===== config.mk =====
export PLATFORM = sky130hd
export DESIGN_NAME = icl_ctrl
export DESIGN_NICKNAME = d
export VERILOG_FILES = /design/src/icl_pkg.sv /design/src/icl_sync.sv /design/src/icl_ctrl.sv
export SDC_FILE = /design/constraint.sdc
export NUM_CORES = 1
export LEC_CHECK = 0
export ABC_AREA = 1
export BUFFER_PORTS_ARGS = -buffer_cell sky130_fd_sc_hd__buf_2
export CAP_MARGIN = 20
export CORE_MARGIN = 2
export CORE_UTILIZATION = 27
export CTS_BUF_LIST = sky130_fd_sc_hd__clkbuf_2 sky130_fd_sc_hd__clkbuf_4 sky130_fd_sc_hd__clkbuf_8
export DETAILED_ROUTE_END_ITERATION = 16
export PLACE_DENSITY = 0.56
export SYNTH_ARGS = -nofsm -noshare
export SYNTH_HDL_FRONTEND = slang
export SYNTH_SLANG_ARGS = --single-unit

===== constraint.sdc =====
create_clock -name mclk_i -period 5 [get_ports mclk_i]
set_input_delay 1 -clock mclk_i [delete_from_list [all_inputs] [get_ports mclk_i]]
set_output_delay 1 -clock mclk_i [all_outputs]
set_load 0.005 [all_outputs]

===== src/icl_pkg.sv =====
// icl_pkg: map, fields, timing and types of the carrier local control
package icl_pkg;

  // clock and timing
  localparam int unsigned CLK_MHZ        = 250;
  localparam int unsigned POR_HOLD_MS    = 200;
  localparam int unsigned POR_HOLD_CYC   = POR_HOLD_MS * 1000 * CLK_MHZ;
  localparam int unsigned STROBE_NS      = 40;
  localparam logic [7:0]  STROBE_CYC     = 8'((STROBE_NS * CLK_MHZ + 999) / 1000);
  localparam int unsigned BOOT_NS        = 100;
  localparam logic [7:0]  BOOT_CYC       = 8'((BOOT_NS * CLK_MHZ + 999) / 1000);
  localparam int unsigned IP_TIMEOUT_CYC = 1024;

  // local bus addresses
  localparam logic [23:0] A_PAGE_CTRL   = 24'hF00000;
  localparam logic [23:0] A_STROBE_CTRL = 24'hF00002;
  localparam logic [23:0] A_IRQ_STAT    = 24'hF00008;
  localparam logic [23:0] A_DMA_STAT    = 24'hF00009;
  localparam logic [23:0] A_MISC_STAT   = 24'hF0000A;
  localparam logic [23:0] A_BERR_CLR    = 24'hF00028;
  localparam logic [23:0] A_STROBE_TRIG = 24'hF00038;
  localparam logic [23:0] WINDOW_BASE   = 24'h400000;
  localparam logic [23:0] IPIO_BASE     = 24'hF00400;

  // reset values
  localparam logic [7:0] PAGE_CTRL_RST   = 8'h00;
  localparam logic [7:0] STROBE_CTRL_RST = 8'h00;

  // page_and_width_control fields
  localparam int PC_MEM     = 0;
  localparam int PC_WIDE    = 1;
  localparam int PC_BANK_LO = 2;
  localparam int PC_BANK_HI = 3;
  // strobe_and_error_control fields
  localparam int SC_TMR  = 0;
  localparam int SC_WIDE = 1;
  localparam int SC_TOE  = 2;
  localparam int SC_EXT  = 3;
  // misc_status fields
  localparam int MS_FLAG = 0;
  localparam int MS_JMP  = 1;

  // positions in the synchronised pin vector
  localparam int SY_ACK  = 0;
  localparam int SY_TMR  = 1;
  localparam int SY_EXT  = 2;
  localparam int SY_HRST = 3;
  localparam int SY_SER  = 4;
  localparam int SY_BRG  = 5;
  localparam int SY_FIFO = 6;
  localparam int SY_JMP  = 7;
  localparam int SY_IRQ0 = 9;
  localparam int SY_IRQ1 = 13;
  localparam int SY_MODULE_TRANSFER_REQUEST_0 = 17;
  localparam int SY_MODULE_TRANSFER_REQUEST_1 = 21;
  localparam int SY_W    = 25;

  typedef enum logic [1:0] {
    ST_IDLE = 2'b00,
    ST_WAIT = 2'b01
  } icl_cyc_e;

  // two request lines per slot, line 0 in the lower bit
  function automatic logic [7:0] icl_pair(input logic [3:0] l0, input logic [3:0] l1);
    logic [7:0] v;
    v = 8'h00;
    for (int i = 0; i < 4; i++) begin
      v[2*i]   = l0[i];
      v[2*i+1] = l1[i];
    end
    return v;
  endfunction

endpackage


===== src/icl_sync.sv =====
// icl_sync: three-stage pin synchroniser with agreement filter
module icl_sync #(
  parameter int unsigned W = 1
) (
  input  wire logic         mclk_i,
  input  wire logic         nrst_i,
  input  wire logic [W-1:0] pin_i,
  output logic      [W-1:0] sync_o
);
  import icl_pkg::*;

  logic [W-1:0] s1_r;
  logic [W-1:0] s2_r;
  logic [W-1:0] s3_r;
  logic [W-1:0] out_r;
  logic [W-1:0] out_nxt;

  // a change counts once stages two and three agree
  always_comb begin
    out_nxt = out_r;
    for (int i = 0; i < W; i++) begin
      if (s2_r[i] == s3_r[i]) begin
        out_nxt[i] = s3_r[i];
      end
    end
  end

  // stage one is read by stage two only
  always_ff @(posedge mclk_i) begin
    if (!nrst_i) begin
      s1_r  <= '0;
      s2_r  <= '0;
      s3_r  <= '0;
      out_r <= '0;
    end else begin
      s1_r  <= pin_i;
      s2_r  <= s1_r;
      s3_r  <= s2_r;
      out_r <= out_nxt;
    end
  end

  assign sync_o = out_r;

endmodule // icl_sync


===== src/icl_ctrl.sv =====
// icl_ctrl: local control, paging, strobe, timeout, status and resets
module icl_ctrl #(
  parameter int unsigned RESET_HOLD_CYC = icl_pkg::POR_HOLD_CYC,
  parameter int unsigned TIMEOUT_CYC    = icl_pkg::IP_TIMEOUT_CYC
) (
  input  wire logic        mclk_i,
  input  wire logic        nrst_i,
  // local bus of the processor
  input  wire logic [23:0] dsp_addr_i,
  input  wire logic        dsp_rd_i,
  input  wire logic        dsp_wr_i,
  input  wire logic [31:0] dsp_wdata_i,
  output logic      [31:0] dsp_rdata_o,
  output logic             dsp_ready_o,
  // module cycle side
  input  wire logic        module_acknowledge_n_i,
  input  wire logic [31:0] ip_rdata_i,
  output logic      [3:0]  ip_slot_sel_o,
  output logic             ip_mem_space_o,
  output logic             ip_wide_o,
  output logic             flash_page_o,
  // strobe routing
  input  wire logic        timer1_i,
  input  wire logic        ext_trigger_i,
  output logic             module_strobe_n_o,
  // module requests and jumpers
  input  wire logic [3:0]  module_request_line_0_n_i,
  input  wire logic [3:0]  module_request_line_1_n_i,
  input  wire logic [3:0]  module_transfer_request_0_n_i,
  input  wire logic [3:0]  module_transfer_request_1_n_i,
  input  wire logic [1:0]  jumper_n_i,
  // other interrupt sources and host reset
  input  wire logic        serial_irq_n_i,
  input  wire logic        bridge_irq_n_i,
  input  wire logic        bridge_fifo_ready_i,
  input  wire logic        host_system_reset_bit_i,
  // resets and interrupt lines
  output logic             dsp_reset_n_o,
  output logic             module_reset_n_o,
  output logic             int0_n_o,
  output logic             int1_n_o,
  output logic             int2_n_o,
  output logic             int3_n_o
);
  import icl_pkg::*;

  localparam int TW = $clog2(TIMEOUT_CYC + 1);
  localparam int HW = $clog2(RESET_HOLD_CYC + 1);

  ////////////////////////////////////////////////////////////////////////
  // pin synchronisers

  logic [SY_W-1:0] pin_raw;
  logic [SY_W-1:0] pin_s;
  logic            tmr_s;

  // active-low pins except jumper_n_i are turned to active-high before syncing
  assign pin_raw = {~module_transfer_request_1_n_i,
                    ~module_transfer_request_0_n_i,
                    ~module_request_line_1_n_i,
                    ~module_request_line_0_n_i,
                    jumper_n_i,
                    bridge_fifo_ready_i,
                    ~bridge_irq_n_i,
                    ~serial_irq_n_i,
                    host_system_reset_bit_i,
                    ext_trigger_i,
                    timer1_i,
                    ~module_acknowledge_n_i};

  icl_sync #(
    .W (SY_W)
  ) u_sync (
    .mclk_i (mclk_i),
    .nrst_i (nrst_i),
    .pin_i  (pin_raw),
    .sync_o (pin_s)
  );

  assign tmr_s = pin_s[SY_TMR];

  ////////////////////////////////////////////////////////////////////////
  // address decode

  logic       acc;
  logic       win_hit;
  logic       io_hit;
  logic       ip_hit;
  logic [1:0] bank;
  logic [1:0] slot;
  logic       clr_wr;
  logic       trig_wr;
  logic       sw_mode;
  logic [7:0] irq_stat;
  logic [7:0] dma_stat;
  logic [7:0] misc_stat;
  logic [7:0] page_r;
  logic [7:0] sctl_r;
  logic       flag_r;

  assign acc     = dsp_rd_i | dsp_wr_i;
  assign bank    = page_r[PC_BANK_HI:PC_BANK_LO];
  assign win_hit = dsp_addr_i[23:22] == WINDOW_BASE[23:22];
  assign io_hit  = dsp_addr_i[23:10] == IPIO_BASE[23:10];
  // window goes to a slot only when the memory bit is set
  assign ip_hit  = acc & ((win_hit & page_r[PC_MEM]) | io_hit);
  assign slot    = io_hit ? dsp_addr_i[9:8] : bank;
  assign clr_wr  = dsp_wr_i & (dsp_addr_i == A_BERR_CLR);
  assign trig_wr = dsp_wr_i & (dsp_addr_i == A_STROBE_TRIG);
  assign sw_mode = sctl_r[SC_TMR] & ~sctl_r[SC_EXT];

  // status images
  assign irq_stat  = icl_pair(pin_s[SY_IRQ0+:4], pin_s[SY_IRQ1+:4]);
  assign dma_stat  = icl_pair(pin_s[SY_MODULE_TRANSFER_REQUEST_0+:4], pin_s[SY_MODULE_TRANSFER_REQUEST_1+:4]);
  assign misc_stat = {5'h00, pin_s[SY_JMP+:2], flag_r};

  ////////////////////////////////////////////////////////////////////////
  // control registers and error flag

  logic [7:0] page_nxt;
  logic [7:0] sctl_nxt;
  logic       flag_nxt;
  logic       flash_r;
  logic       flash_nxt;
  logic       tmo;

  // write-only controls; timeout set wins over a clear
  always_comb begin
    page_nxt = page_r;
    sctl_nxt = sctl_r;
    if (dsp_wr_i && dsp_addr_i == A_PAGE_CTRL) begin
      page_nxt = dsp_wdata_i[7:0];
    end
    if (dsp_wr_i && dsp_addr_i == A_STROBE_CTRL) begin
      sctl_nxt = dsp_wdata_i[7:0];
    end
    flag_nxt = tmo | (flag_r & ~clr_wr);
    flash_nxt = ~page_nxt[PC_MEM];
  end

  always_ff @(posedge mclk_i) begin
    if (!nrst_i) begin
      page_r <= PAGE_CTRL_RST;
      sctl_r <= STROBE_CTRL_RST;
      flag_r <= 1'b0;
      flash_r <= ~PAGE_CTRL_RST[PC_MEM];
    end else begin
      page_r <= page_nxt;
      sctl_r <= sctl_nxt;
      flag_r <= flag_nxt;
      flash_r <= flash_nxt;
    end
  end

  ////////////////////////////////////////////////////////////////////////
  // bus cycle sequencer

  icl_cyc_e     st_r;
  icl_cyc_e     st_nxt;
  logic [TW-1:0] cnt_r;
  logic [TW-1:0] cnt_nxt;
  logic [3:0]   sel_r;
  logic [3:0]   sel_nxt;
  logic         mem_r;
  logic         mem_nxt;
  logic         wide_r;
  logic         wide_nxt;
  logic         rdy_r;
  logic         rdy_nxt;
  logic [31:0]  rdata_r;
  logic [31:0]  rdata_nxt;

  // a stuck slot cycle is ended by the timer
  assign tmo = (st_r == ST_WAIT) && !pin_s[SY_ACK] &&
               (cnt_r == TW'(TIMEOUT_CYC - 1));

  always_comb begin
    st_nxt    = st_r;
    cnt_nxt   = cnt_r;
    sel_nxt   = sel_r;
    mem_nxt   = mem_r;
    wide_nxt  = wide_r;
    rdy_nxt   = 1'b0;
    rdata_nxt = rdata_r;
    case (st_r)
      ST_IDLE: begin
        if (ip_hit) begin
          st_nxt   = ST_WAIT;
          cnt_nxt  = '0;
          sel_nxt  = 4'h1 << slot;
          mem_nxt  = ~io_hit;
          // pair width chosen by the upper slot bit
          wide_nxt = slot[1] ? sctl_r[SC_WIDE] : page_r[PC_WIDE];
        end else if (dsp_rd_i) begin
          rdy_nxt = (dsp_addr_i == A_IRQ_STAT) || (dsp_addr_i == A_DMA_STAT) ||
                    (dsp_addr_i == A_MISC_STAT);
          case (dsp_addr_i)
            A_IRQ_STAT:  rdata_nxt = {24'h000000, irq_stat};
            A_DMA_STAT:  rdata_nxt = {24'h000000, dma_stat};
            A_MISC_STAT: rdata_nxt = {24'h000000, misc_stat};
            default:     rdata_nxt = rdata_r;
          endcase
        end else if (dsp_wr_i) begin
          rdy_nxt = (dsp_addr_i == A_PAGE_CTRL) || (dsp_addr_i == A_STROBE_CTRL) ||
                    clr_wr || trig_wr;
        end
      end
      ST_WAIT: begin
        if (pin_s[SY_ACK]) begin
          st_nxt  = ST_IDLE;
          rdy_nxt = 1'b1;
          sel_nxt = 4'h0;
          // access is always 32 bits; a narrow pair zeroes the top half
          rdata_nxt = wide_r ? ip_rdata_i : {16'h0000, ip_rdata_i[15:0]};
        end else if (tmo) begin
          st_nxt    = ST_IDLE;
          rdy_nxt   = 1'b1;
          sel_nxt   = 4'h0;
          rdata_nxt = 32'h00000000;
        end else begin
          cnt_nxt = cnt_r + 1'b1;
        end
      end
      default: begin
        st_nxt  = ST_IDLE;
        sel_nxt = 4'h0;
      end
    endcase
  end

  always_ff @(posedge mclk_i) begin
    if (!nrst_i) begin
      st_r    <= ST_IDLE;
      cnt_r   <= '0;
      sel_r   <= 4'h0;
      mem_r   <= 1'b0;
      wide_r  <= 1'b0;
      rdy_r   <= 1'b0;
      rdata_r <= 32'h00000000;
    end else begin
      st_r    <= st_nxt;
      cnt_r   <= cnt_nxt;
      sel_r   <= sel_nxt;
      mem_r   <= mem_nxt;
      wide_r  <= wide_nxt;
      rdy_r   <= rdy_nxt;
      rdata_r <= rdata_nxt;
    end
  end

  ////////////////////////////////////////////////////////////////////////
  // strobe routing

  logic [7:0] scnt_r;
  logic [7:0] scnt_nxt;
  logic       strb_r;
  logic       strb_nxt;

  // external trigger first, then timer select
  always_comb begin
    scnt_nxt = (scnt_r != 8'h00) ? scnt_r - 8'h01 : 8'h00;
    if (trig_wr && sw_mode) begin
      scnt_nxt = STROBE_CYC;
    end
    if (sctl_r[SC_EXT]) begin
      strb_nxt = ~pin_s[SY_EXT];
    end else if (sctl_r[SC_TMR]) begin
      strb_nxt = ~(scnt_nxt != 8'h00);
    end else begin
      strb_nxt = ~tmr_s;
    end
  end

  always_ff @(posedge mclk_i) begin
    if (!nrst_i) begin
      scnt_r <= 8'h00;
      strb_r <= 1'b1;
    end else begin
      scnt_r <= scnt_nxt;
      strb_r <= strb_nxt;
    end
  end

  ////////////////////////////////////////////////////////////////////////
  // reset hold, boot pulse and interrupt lines

  logic [HW-1:0] hold_r;
  logic [HW-1:0] hold_nxt;
  logic          ract_r;
  logic          ract;
  logic          rstn_r;
  logic          rstn_nxt;
  logic [7:0]    boot_r;
  logic [7:0]    boot_nxt;
  logic [3:0]    intn_r;
  logic [3:0]    intn_nxt;

  assign ract = (hold_r != '0) | pin_s[SY_HRST];

  always_comb begin
    hold_nxt = (hold_r != '0) ? hold_r - 1'b1 : hold_r;
    rstn_nxt = ~((hold_nxt != '0) | pin_s[SY_HRST]);
    boot_nxt = (boot_r != 8'h00) ? boot_r - 8'h01 : 8'h00;
    if (ract_r && !ract) begin
      boot_nxt = BOOT_CYC;
    end
    intn_nxt[0] = ~(pin_s[SY_SER] | (flag_r & sctl_r[SC_TOE]));
    intn_nxt[1] = ~(pin_s[SY_BRG] | (boot_nxt != 8'h00));
    intn_nxt[2] = ~pin_s[SY_FIFO];
    intn_nxt[3] = ~(|irq_stat);
  end

  always_ff @(posedge mclk_i) begin
    if (!nrst_i) begin
      hold_r <= HW'(RESET_HOLD_CYC);
      ract_r <= 1'b1;
      rstn_r <= 1'b0;
      boot_r <= 8'h00;
      intn_r <= 4'hF;
    end else begin
      hold_r <= hold_nxt;
      ract_r <= ract;
      rstn_r <= rstn_nxt;
      boot_r <= boot_nxt;
      intn_r <= intn_nxt;
    end
  end

  ////////////////////////////////////////////////////////////////////////
  // outputs

  assign dsp_rdata_o       = rdata_r;
  assign dsp_ready_o       = rdy_r;
  assign ip_slot_sel_o     = sel_r;
  assign ip_mem_space_o    = mem_r;
  assign ip_wide_o         = wide_r;
  assign flash_page_o      = flash_r;
  assign module_strobe_n_o = strb_r;
  assign dsp_reset_n_o     = rstn_r;
  assign module_reset_n_o  = rstn_r;
  assign int0_n_o          = intn_r[0];
  assign int1_n_o          = intn_r[1];
  assign int2_n_o          = intn_r[2];
  assign int3_n_o          = intn_r[3];

  ////////////////////////////////////////////////////////////////////////
  // checks

  property p_page_rst;
    @(posedge mclk_i) !nrst_i |=> (page_r == PAGE_CTRL_RST) && flash_page_o;
  endproperty
  a_page_rst: assert property (p_page_rst)
    else $error("page control not zero after reset");

  property p_page_slot;
    @(posedge mclk_i) disable iff (!nrst_i)
      (st_r == ST_IDLE && ip_hit && !io_hit)
        |=> (ip_slot_sel_o == (4'h1 << $past(bank))) && ip_mem_space_o;
  endproperty
  a_page_slot: assert property (p_page_slot)
    else $error("window slot differs from page bank");

  property p_tmo_bound;
    @(posedge mclk_i) disable iff (!nrst_i)
      (st_r == ST_WAIT) |-> (cnt_r < TW'(TIMEOUT_CYC));
  endproperty
  a_tmo_bound: assert property (p_tmo_bound)
    else $error("slot cycle outlived its timer");

  property p_tmo_end;
    @(posedge mclk_i) disable iff (!nrst_i)
      tmo |=> dsp_ready_o && flag_r && (ip_slot_sel_o == 4'h0);
  endproperty
  a_tmo_end: assert property (p_tmo_end)
    else $error("timeout did not end cycle and set flag");

  property p_flag_clr;
    @(posedge mclk_i) disable iff (!nrst_i)
      (clr_wr && !tmo) |=> !flag_r ##1 !misc_stat[MS_FLAG] || tmo;
  endproperty
  a_flag_clr: assert property (p_flag_clr)
    else $error("error flag survived clear write");

  property p_toe_int;
    @(posedge mclk_i) disable iff (!nrst_i)
      (flag_r && sctl_r[SC_TOE]) |=> !int0_n_o;
  endproperty
  a_toe_int: assert property (p_toe_int)
    else $error("enabled timeout did not assert line 0");

  property p_narrow;
    @(posedge mclk_i) disable iff (!nrst_i)
      (st_r == ST_WAIT && pin_s[SY_ACK] && !wide_r)
        |=> dsp_ready_o && (dsp_rdata_o[31:16] == 16'h0000);
  endproperty
  a_narrow: assert property (p_narrow)
    else $error("narrow pair returned upper half");

  property p_req_int;
    @(posedge mclk_i) disable iff (!nrst_i)
      (|irq_stat) |=> !int3_n_o;
  endproperty
  a_req_int: assert property (p_req_int)
    else $error("module request missed line 3");

  property p_sw_strobe;
    @(posedge mclk_i) disable iff (!nrst_i)
      (trig_wr && sw_mode && !(dsp_addr_i == A_STROBE_CTRL))
        |=> !module_strobe_n_o [*2];
  endproperty
  a_sw_strobe: assert property (p_sw_strobe)
    else $error("software strobe pulse missing");

  property p_tmr_route;
    @(posedge mclk_i) disable iff (!nrst_i)
      (!sctl_r[SC_TMR] && !sctl_r[SC_EXT]) |=> (module_strobe_n_o == !$past(tmr_s));
  endproperty
  a_tmr_route: assert property (p_tmr_route)
    else $error("strobe does not follow timer 1");

  property p_ext_route;
    @(posedge mclk_i) disable iff (!nrst_i)
      (sctl_r[SC_EXT] && pin_s[SY_EXT]) |=> !module_strobe_n_o;
  endproperty
  a_ext_route: assert property (p_ext_route)
    else $error("external trigger not routed");

  property p_hold;
    @(posedge mclk_i) disable iff (!nrst_i)
      (hold_r > HW'(1)) |=> !dsp_reset_n_o && !module_reset_n_o;
  endproperty
  a_hold: assert property (p_hold)
    else $error("reset released during hold time");

  property p_boot;
    @(posedge mclk_i) disable iff (!nrst_i)
      (ract_r && !ract) |=> !int1_n_o [*8];
  endproperty
  a_boot: assert property (p_boot)
    else $error("boot pulse on line 1 missing");

endmodule // icl_ctrl


==> impl_summary.log <==
INFO  metric number_of_global_route_vias_before_repair = 7005
INFO  metric postSynth.topFlopCell = sky130_fd_sc_hd__dfxtp_1
INFO  metric detail-route-antenna-nets = 0
INFO  metric route.detailed.drc = 0
INFO  metric grt_start_max_net_pins = 88
INFO  metric most_numerous_cell_in_the_yosys_netlist = sky130_fd_sc_hd__nand2_1
INFO  metric power.leakage = 4.94 nW
INFO  metric worst-slew-pin-transition = 0.831 ns
INFO  metric min-delay-path-class = reg2reg
INFO  metric synth_fp_nets = 1303
INFO  metric power_per_cell_area = 400 nW/um^2
INFO  metric post_synth.cell_area_avg = 7.34 um^2
INFO  metric cp-end-kind = flop
INFO  metric synth_cell_type_count = 44
INFO  metric synth_enable_flop_cells = 0
INFO  metric slew_viol_final = 0
INFO  metric setup-tns-final = 0 ns
INFO  metric final_area = 10500 um^2
INFO  metric diodes = 0
INFO  metric post-synth-top-area-cell = sky130_fd_sc_hd__dfxtp_1
INFO  metric syn_inst = 1180
INFO  metric fin_crit_sh = 49.0%
INFO  metric ff_latch_count_synth = 210
INFO  metric synth-warning-count = 0
INFO  metric synth-async-reset-ratio = 0%
INFO  metric synth.cells.most_frequent = sky130_fd_sc_hd__nand2_1 (296), sky130_fd_sc_hd__dfxtp_1 (210), sky130_fd_sc_hd__nor2_1 (171), sky130_fd_sc_hd__inv_1 (137), sky130_fd_sc_hd__a21oi_1 (82)
INFO  metric utilization = 33.4%
INFO  metric num_io_pins = 164
INFO  metric placement.io_buffers = 135
INFO  metric design.core.area = 31600 um^2
INFO  metric setup.reg_to_reg.worst_slack = 2.88 ns
INFO  metric wire_length_of_the_first_global_routing_pass = 34.6 mm
INFO  metric worst_setup_hold_path_clk_slew = 0.06 ns
INFO  metric antenna_found_initial = 1
INFO  metric cts_hold_repair.buffers = 0
INFO  metric rows = 65
INFO  metric placement.cell_area = 9710 um^2
INFO  metric post_drt_via_cell_ratio = 4.27
INFO  metric startpoint_type = primary input
INFO  metric cts_setup_buffers = 0
INFO  metric worstPathCellList = buf_2 -> nor2_1 -> nand2_1 -> nor2_4 -> nand2_1 -> nand2_1 -> o211ai_1 -> nand2_1 -> inv_2 -> o21ai_0 -> nor2_1
INFO  metric cts_resized = 0
INFO  metric critPathRequiredTime = 5.40 ns
INFO  metric drive_gt1_share = 19.0%
INFO  metric yosysTopAreaCellShare = 48.5%
INFO  metric run_status = completed
INFO  metric chipHeight = 183 um
INFO  metric worst_setup_path_type = in2reg
INFO  metric wp_buf_inv = 2
INFO  metric cap_violations = 0
INFO  metric cts_made_buffers = 38
INFO  metric report.final.hold_viol_count = 0
INFO  metric detailroute.via_count = 7481
INFO  metric grt-ovfl-total = 0
INFO  metric maximum_vdd_drop = 297 uV
INFO  metric critical-path-slowest-cell = sky130_fd_sc_hd__nand2_1
INFO  metric nets = 1449
INFO  metric tritoncts_clock_tree = yes
INFO  metric clk_tree_root_cell = sky130_fd_sc_hd__clkbuf_8
INFO  metric area_growth_syn_to_layout = 21.7%
INFO  metric finalSetupViolations = 0
INFO  metric post-dp-hpwl = 15.1 mm
INFO  metric length_of_the_first_detailed_routing_pass_in_iterations = 4
INFO  metric critPathMaxFanout = 11
INFO  metric initialDrtViolationCount = 355
INFO  metric global_route.usage.total = 12.6%
INFO  metric post_synth_instance_area = 8660 um^2
INFO  metric gpl.final_weighted_congestion = 0.834
INFO  metric critPathArrivalTime = 2.85 ns
INFO  metric cp_top_family = simple AND/OR/NAND/NOR gates
INFO  metric numClockSinks = 210
INFO  metric finalWorstPathRequiredPeriod = 2.45 ns
INFO  metric floorplan.die_area = 33500 um^2
INFO  metric max_slew_margin = 44.6%
INFO  metric final.setup_skew = 0.0175 ns
INFO  metric die_width = 183 um
INFO  metric cpPeakStageDelay = 0.36 ns
INFO  metric netlist_top_cells_area = sky130_fd_sc_hd__dfxtp_1 (49%), sky130_fd_sc_hd__nand2_1 (13%), sky130_fd_sc_hd__nor2_1 (7.4%)
INFO  metric critical_path_s_most_frequent_cell = sky130_fd_sc_hd__nand2_1
INFO  metric detail_route.wl_per_cell = 12.0 um
INFO  metric worst_skew_pair.late_latency = 0.53 ns
INFO  metric grt_setup_unrepaired = false
INFO  metric achievable-frequency = 0.408 GHz
INFO  metric start_util = 27.5%
INFO  metric ys_seq_area_share = 48.5%
INFO  metric clock_tree.buffer_depth = 3
INFO  metric drt-total-wl = 21.0 mm
INFO  metric cts_htree_levels = 2
power breakdown:
part	leakage (nW)	total [mW]	switching [mW]	internal (mW)
clock network	0.436	1.73	0.702	1.03
logic	2.80	0.663	0.409	0.254
registers	1.71	1.82	0.0590	1.76
cell usage in the layout (no fill, tap or decap), types with 5 or more instances in the layout:
cell type                    n
sky130_fd_sc_hd__a21oi_1    82
sky130_fd_sc_hd__buf_2     134
sky130_fd_sc_hd__buf_4       5
sky130_fd_sc_hd__clkbuf_4    7
sky130_fd_sc_hd__clkbuf_8   52
sky130_fd_sc_hd__dfxtp_1   210
sky130_fd_sc_hd__ha_1        6
sky130_fd_sc_hd__inv_1     136
sky130_fd_sc_hd__inv_2       8
sky130_fd_sc_hd__nand2_1   296
sky130_fd_sc_hd__nand2_2     9
sky130_fd_sc_hd__nand3_1    50
sky130_fd_sc_hd__nand3b_1    7
sky130_fd_sc_hd__nand4_1    14
sky130_fd_sc_hd__nor2_1    171
sky130_fd_sc_hd__nor2_2     11
sky130_fd_sc_hd__nor2_4      9
sky130_fd_sc_hd__nor3_1     19
sky130_fd_sc_hd__o21ai_0    57
sky130_fd_sc_hd__o21ai_1     5
sky130_fd_sc_hd__xnor2_1    10
sky130_fd_sc_hd__xor2_1     15
worst paths after layout:
kind / depth (start not counted) / startpoint / end
hold / removal: 2 / u_sync.s1_r[3] / u_sync.s2_r[3]
hold reg to reg: 2 / u_sync.s1_r[3] / u_sync.s2_r[3]
setup reg to reg: 11 / cnt_r[0] / dsp_rdata_o[5]
setup / recovery: 11 / dsp_addr_i[19] / cnt_r[2]
layout make-up:
type | instances | area (um^2)
Clock buffer | 59 | 768
Fill cell | 3374 | 21000
Sequential cell | 210 | 4200
Tap cell | 402 | 503
Multi-Input combinational cell | 791 | 3750
Inverter | 146 | 553
Timing Repair Buffer | 139 | 708
Clock inverter | 7 | 65.1
logic make-up (layout without fill, tap and decap cells):
kind of cell	Yosys count	after routing	share of synthesized area, %
XOR/XNOR	25	25	2.53
adder cells (fa/ha/maj)	6	6	0.866
buffers and inverters	179	351	8.23
flip-flops	210	210	48.5
AO/OA/AOI/OAI	159	159	9.69
AND/OR/NAND/NOR	601	601	30.2
state kept, by name, indices dropped and copies added, names as in the netlist, 8 cells and up:
signal,flops
scnt_r,8
u_sync.s2_r,25
u_sync.sync_o,25
u_sync.s3_r,25
hold_r,26
dsp_rdata_o,32
boot_r,8
cnt_r,11
u_sync.s1_r,25
per-layer routing:
layer	wire length (um)	vias up	GRT usage, %
li1	-	3994	-
met1	10200	3303	16.8
met2	9470	144	20.1
met3	915	40	2.70
met4	493	0	4.38
met5	0	-	0
worst reg2reg max path: cells and delay by family (launching register included):
kind,cells,cell delay (ns)
buffers and inverters,2,0.25
DFF,1,0.45
AOI/OAI and AO/OA,2,0.28
adders and majority gates,1,0.25
and+or+nand+nor,6,0.83
metrics by stage:
step	hold slack, ns	worst slack, ns	total power [mW]	instances
floorplan	0.379	2.79	2.36	1180
global placement	0.393	2.03	2.51	1687
detailed placement	0.397	2.02	2.52	1687
CTS	0.406	2.57	4.28	1753
global route	0.419	2.36	4.48	1754
finish	0.408	2.55	4.22	1754
No activity file was read; power rests on OpenSTA's default activity.
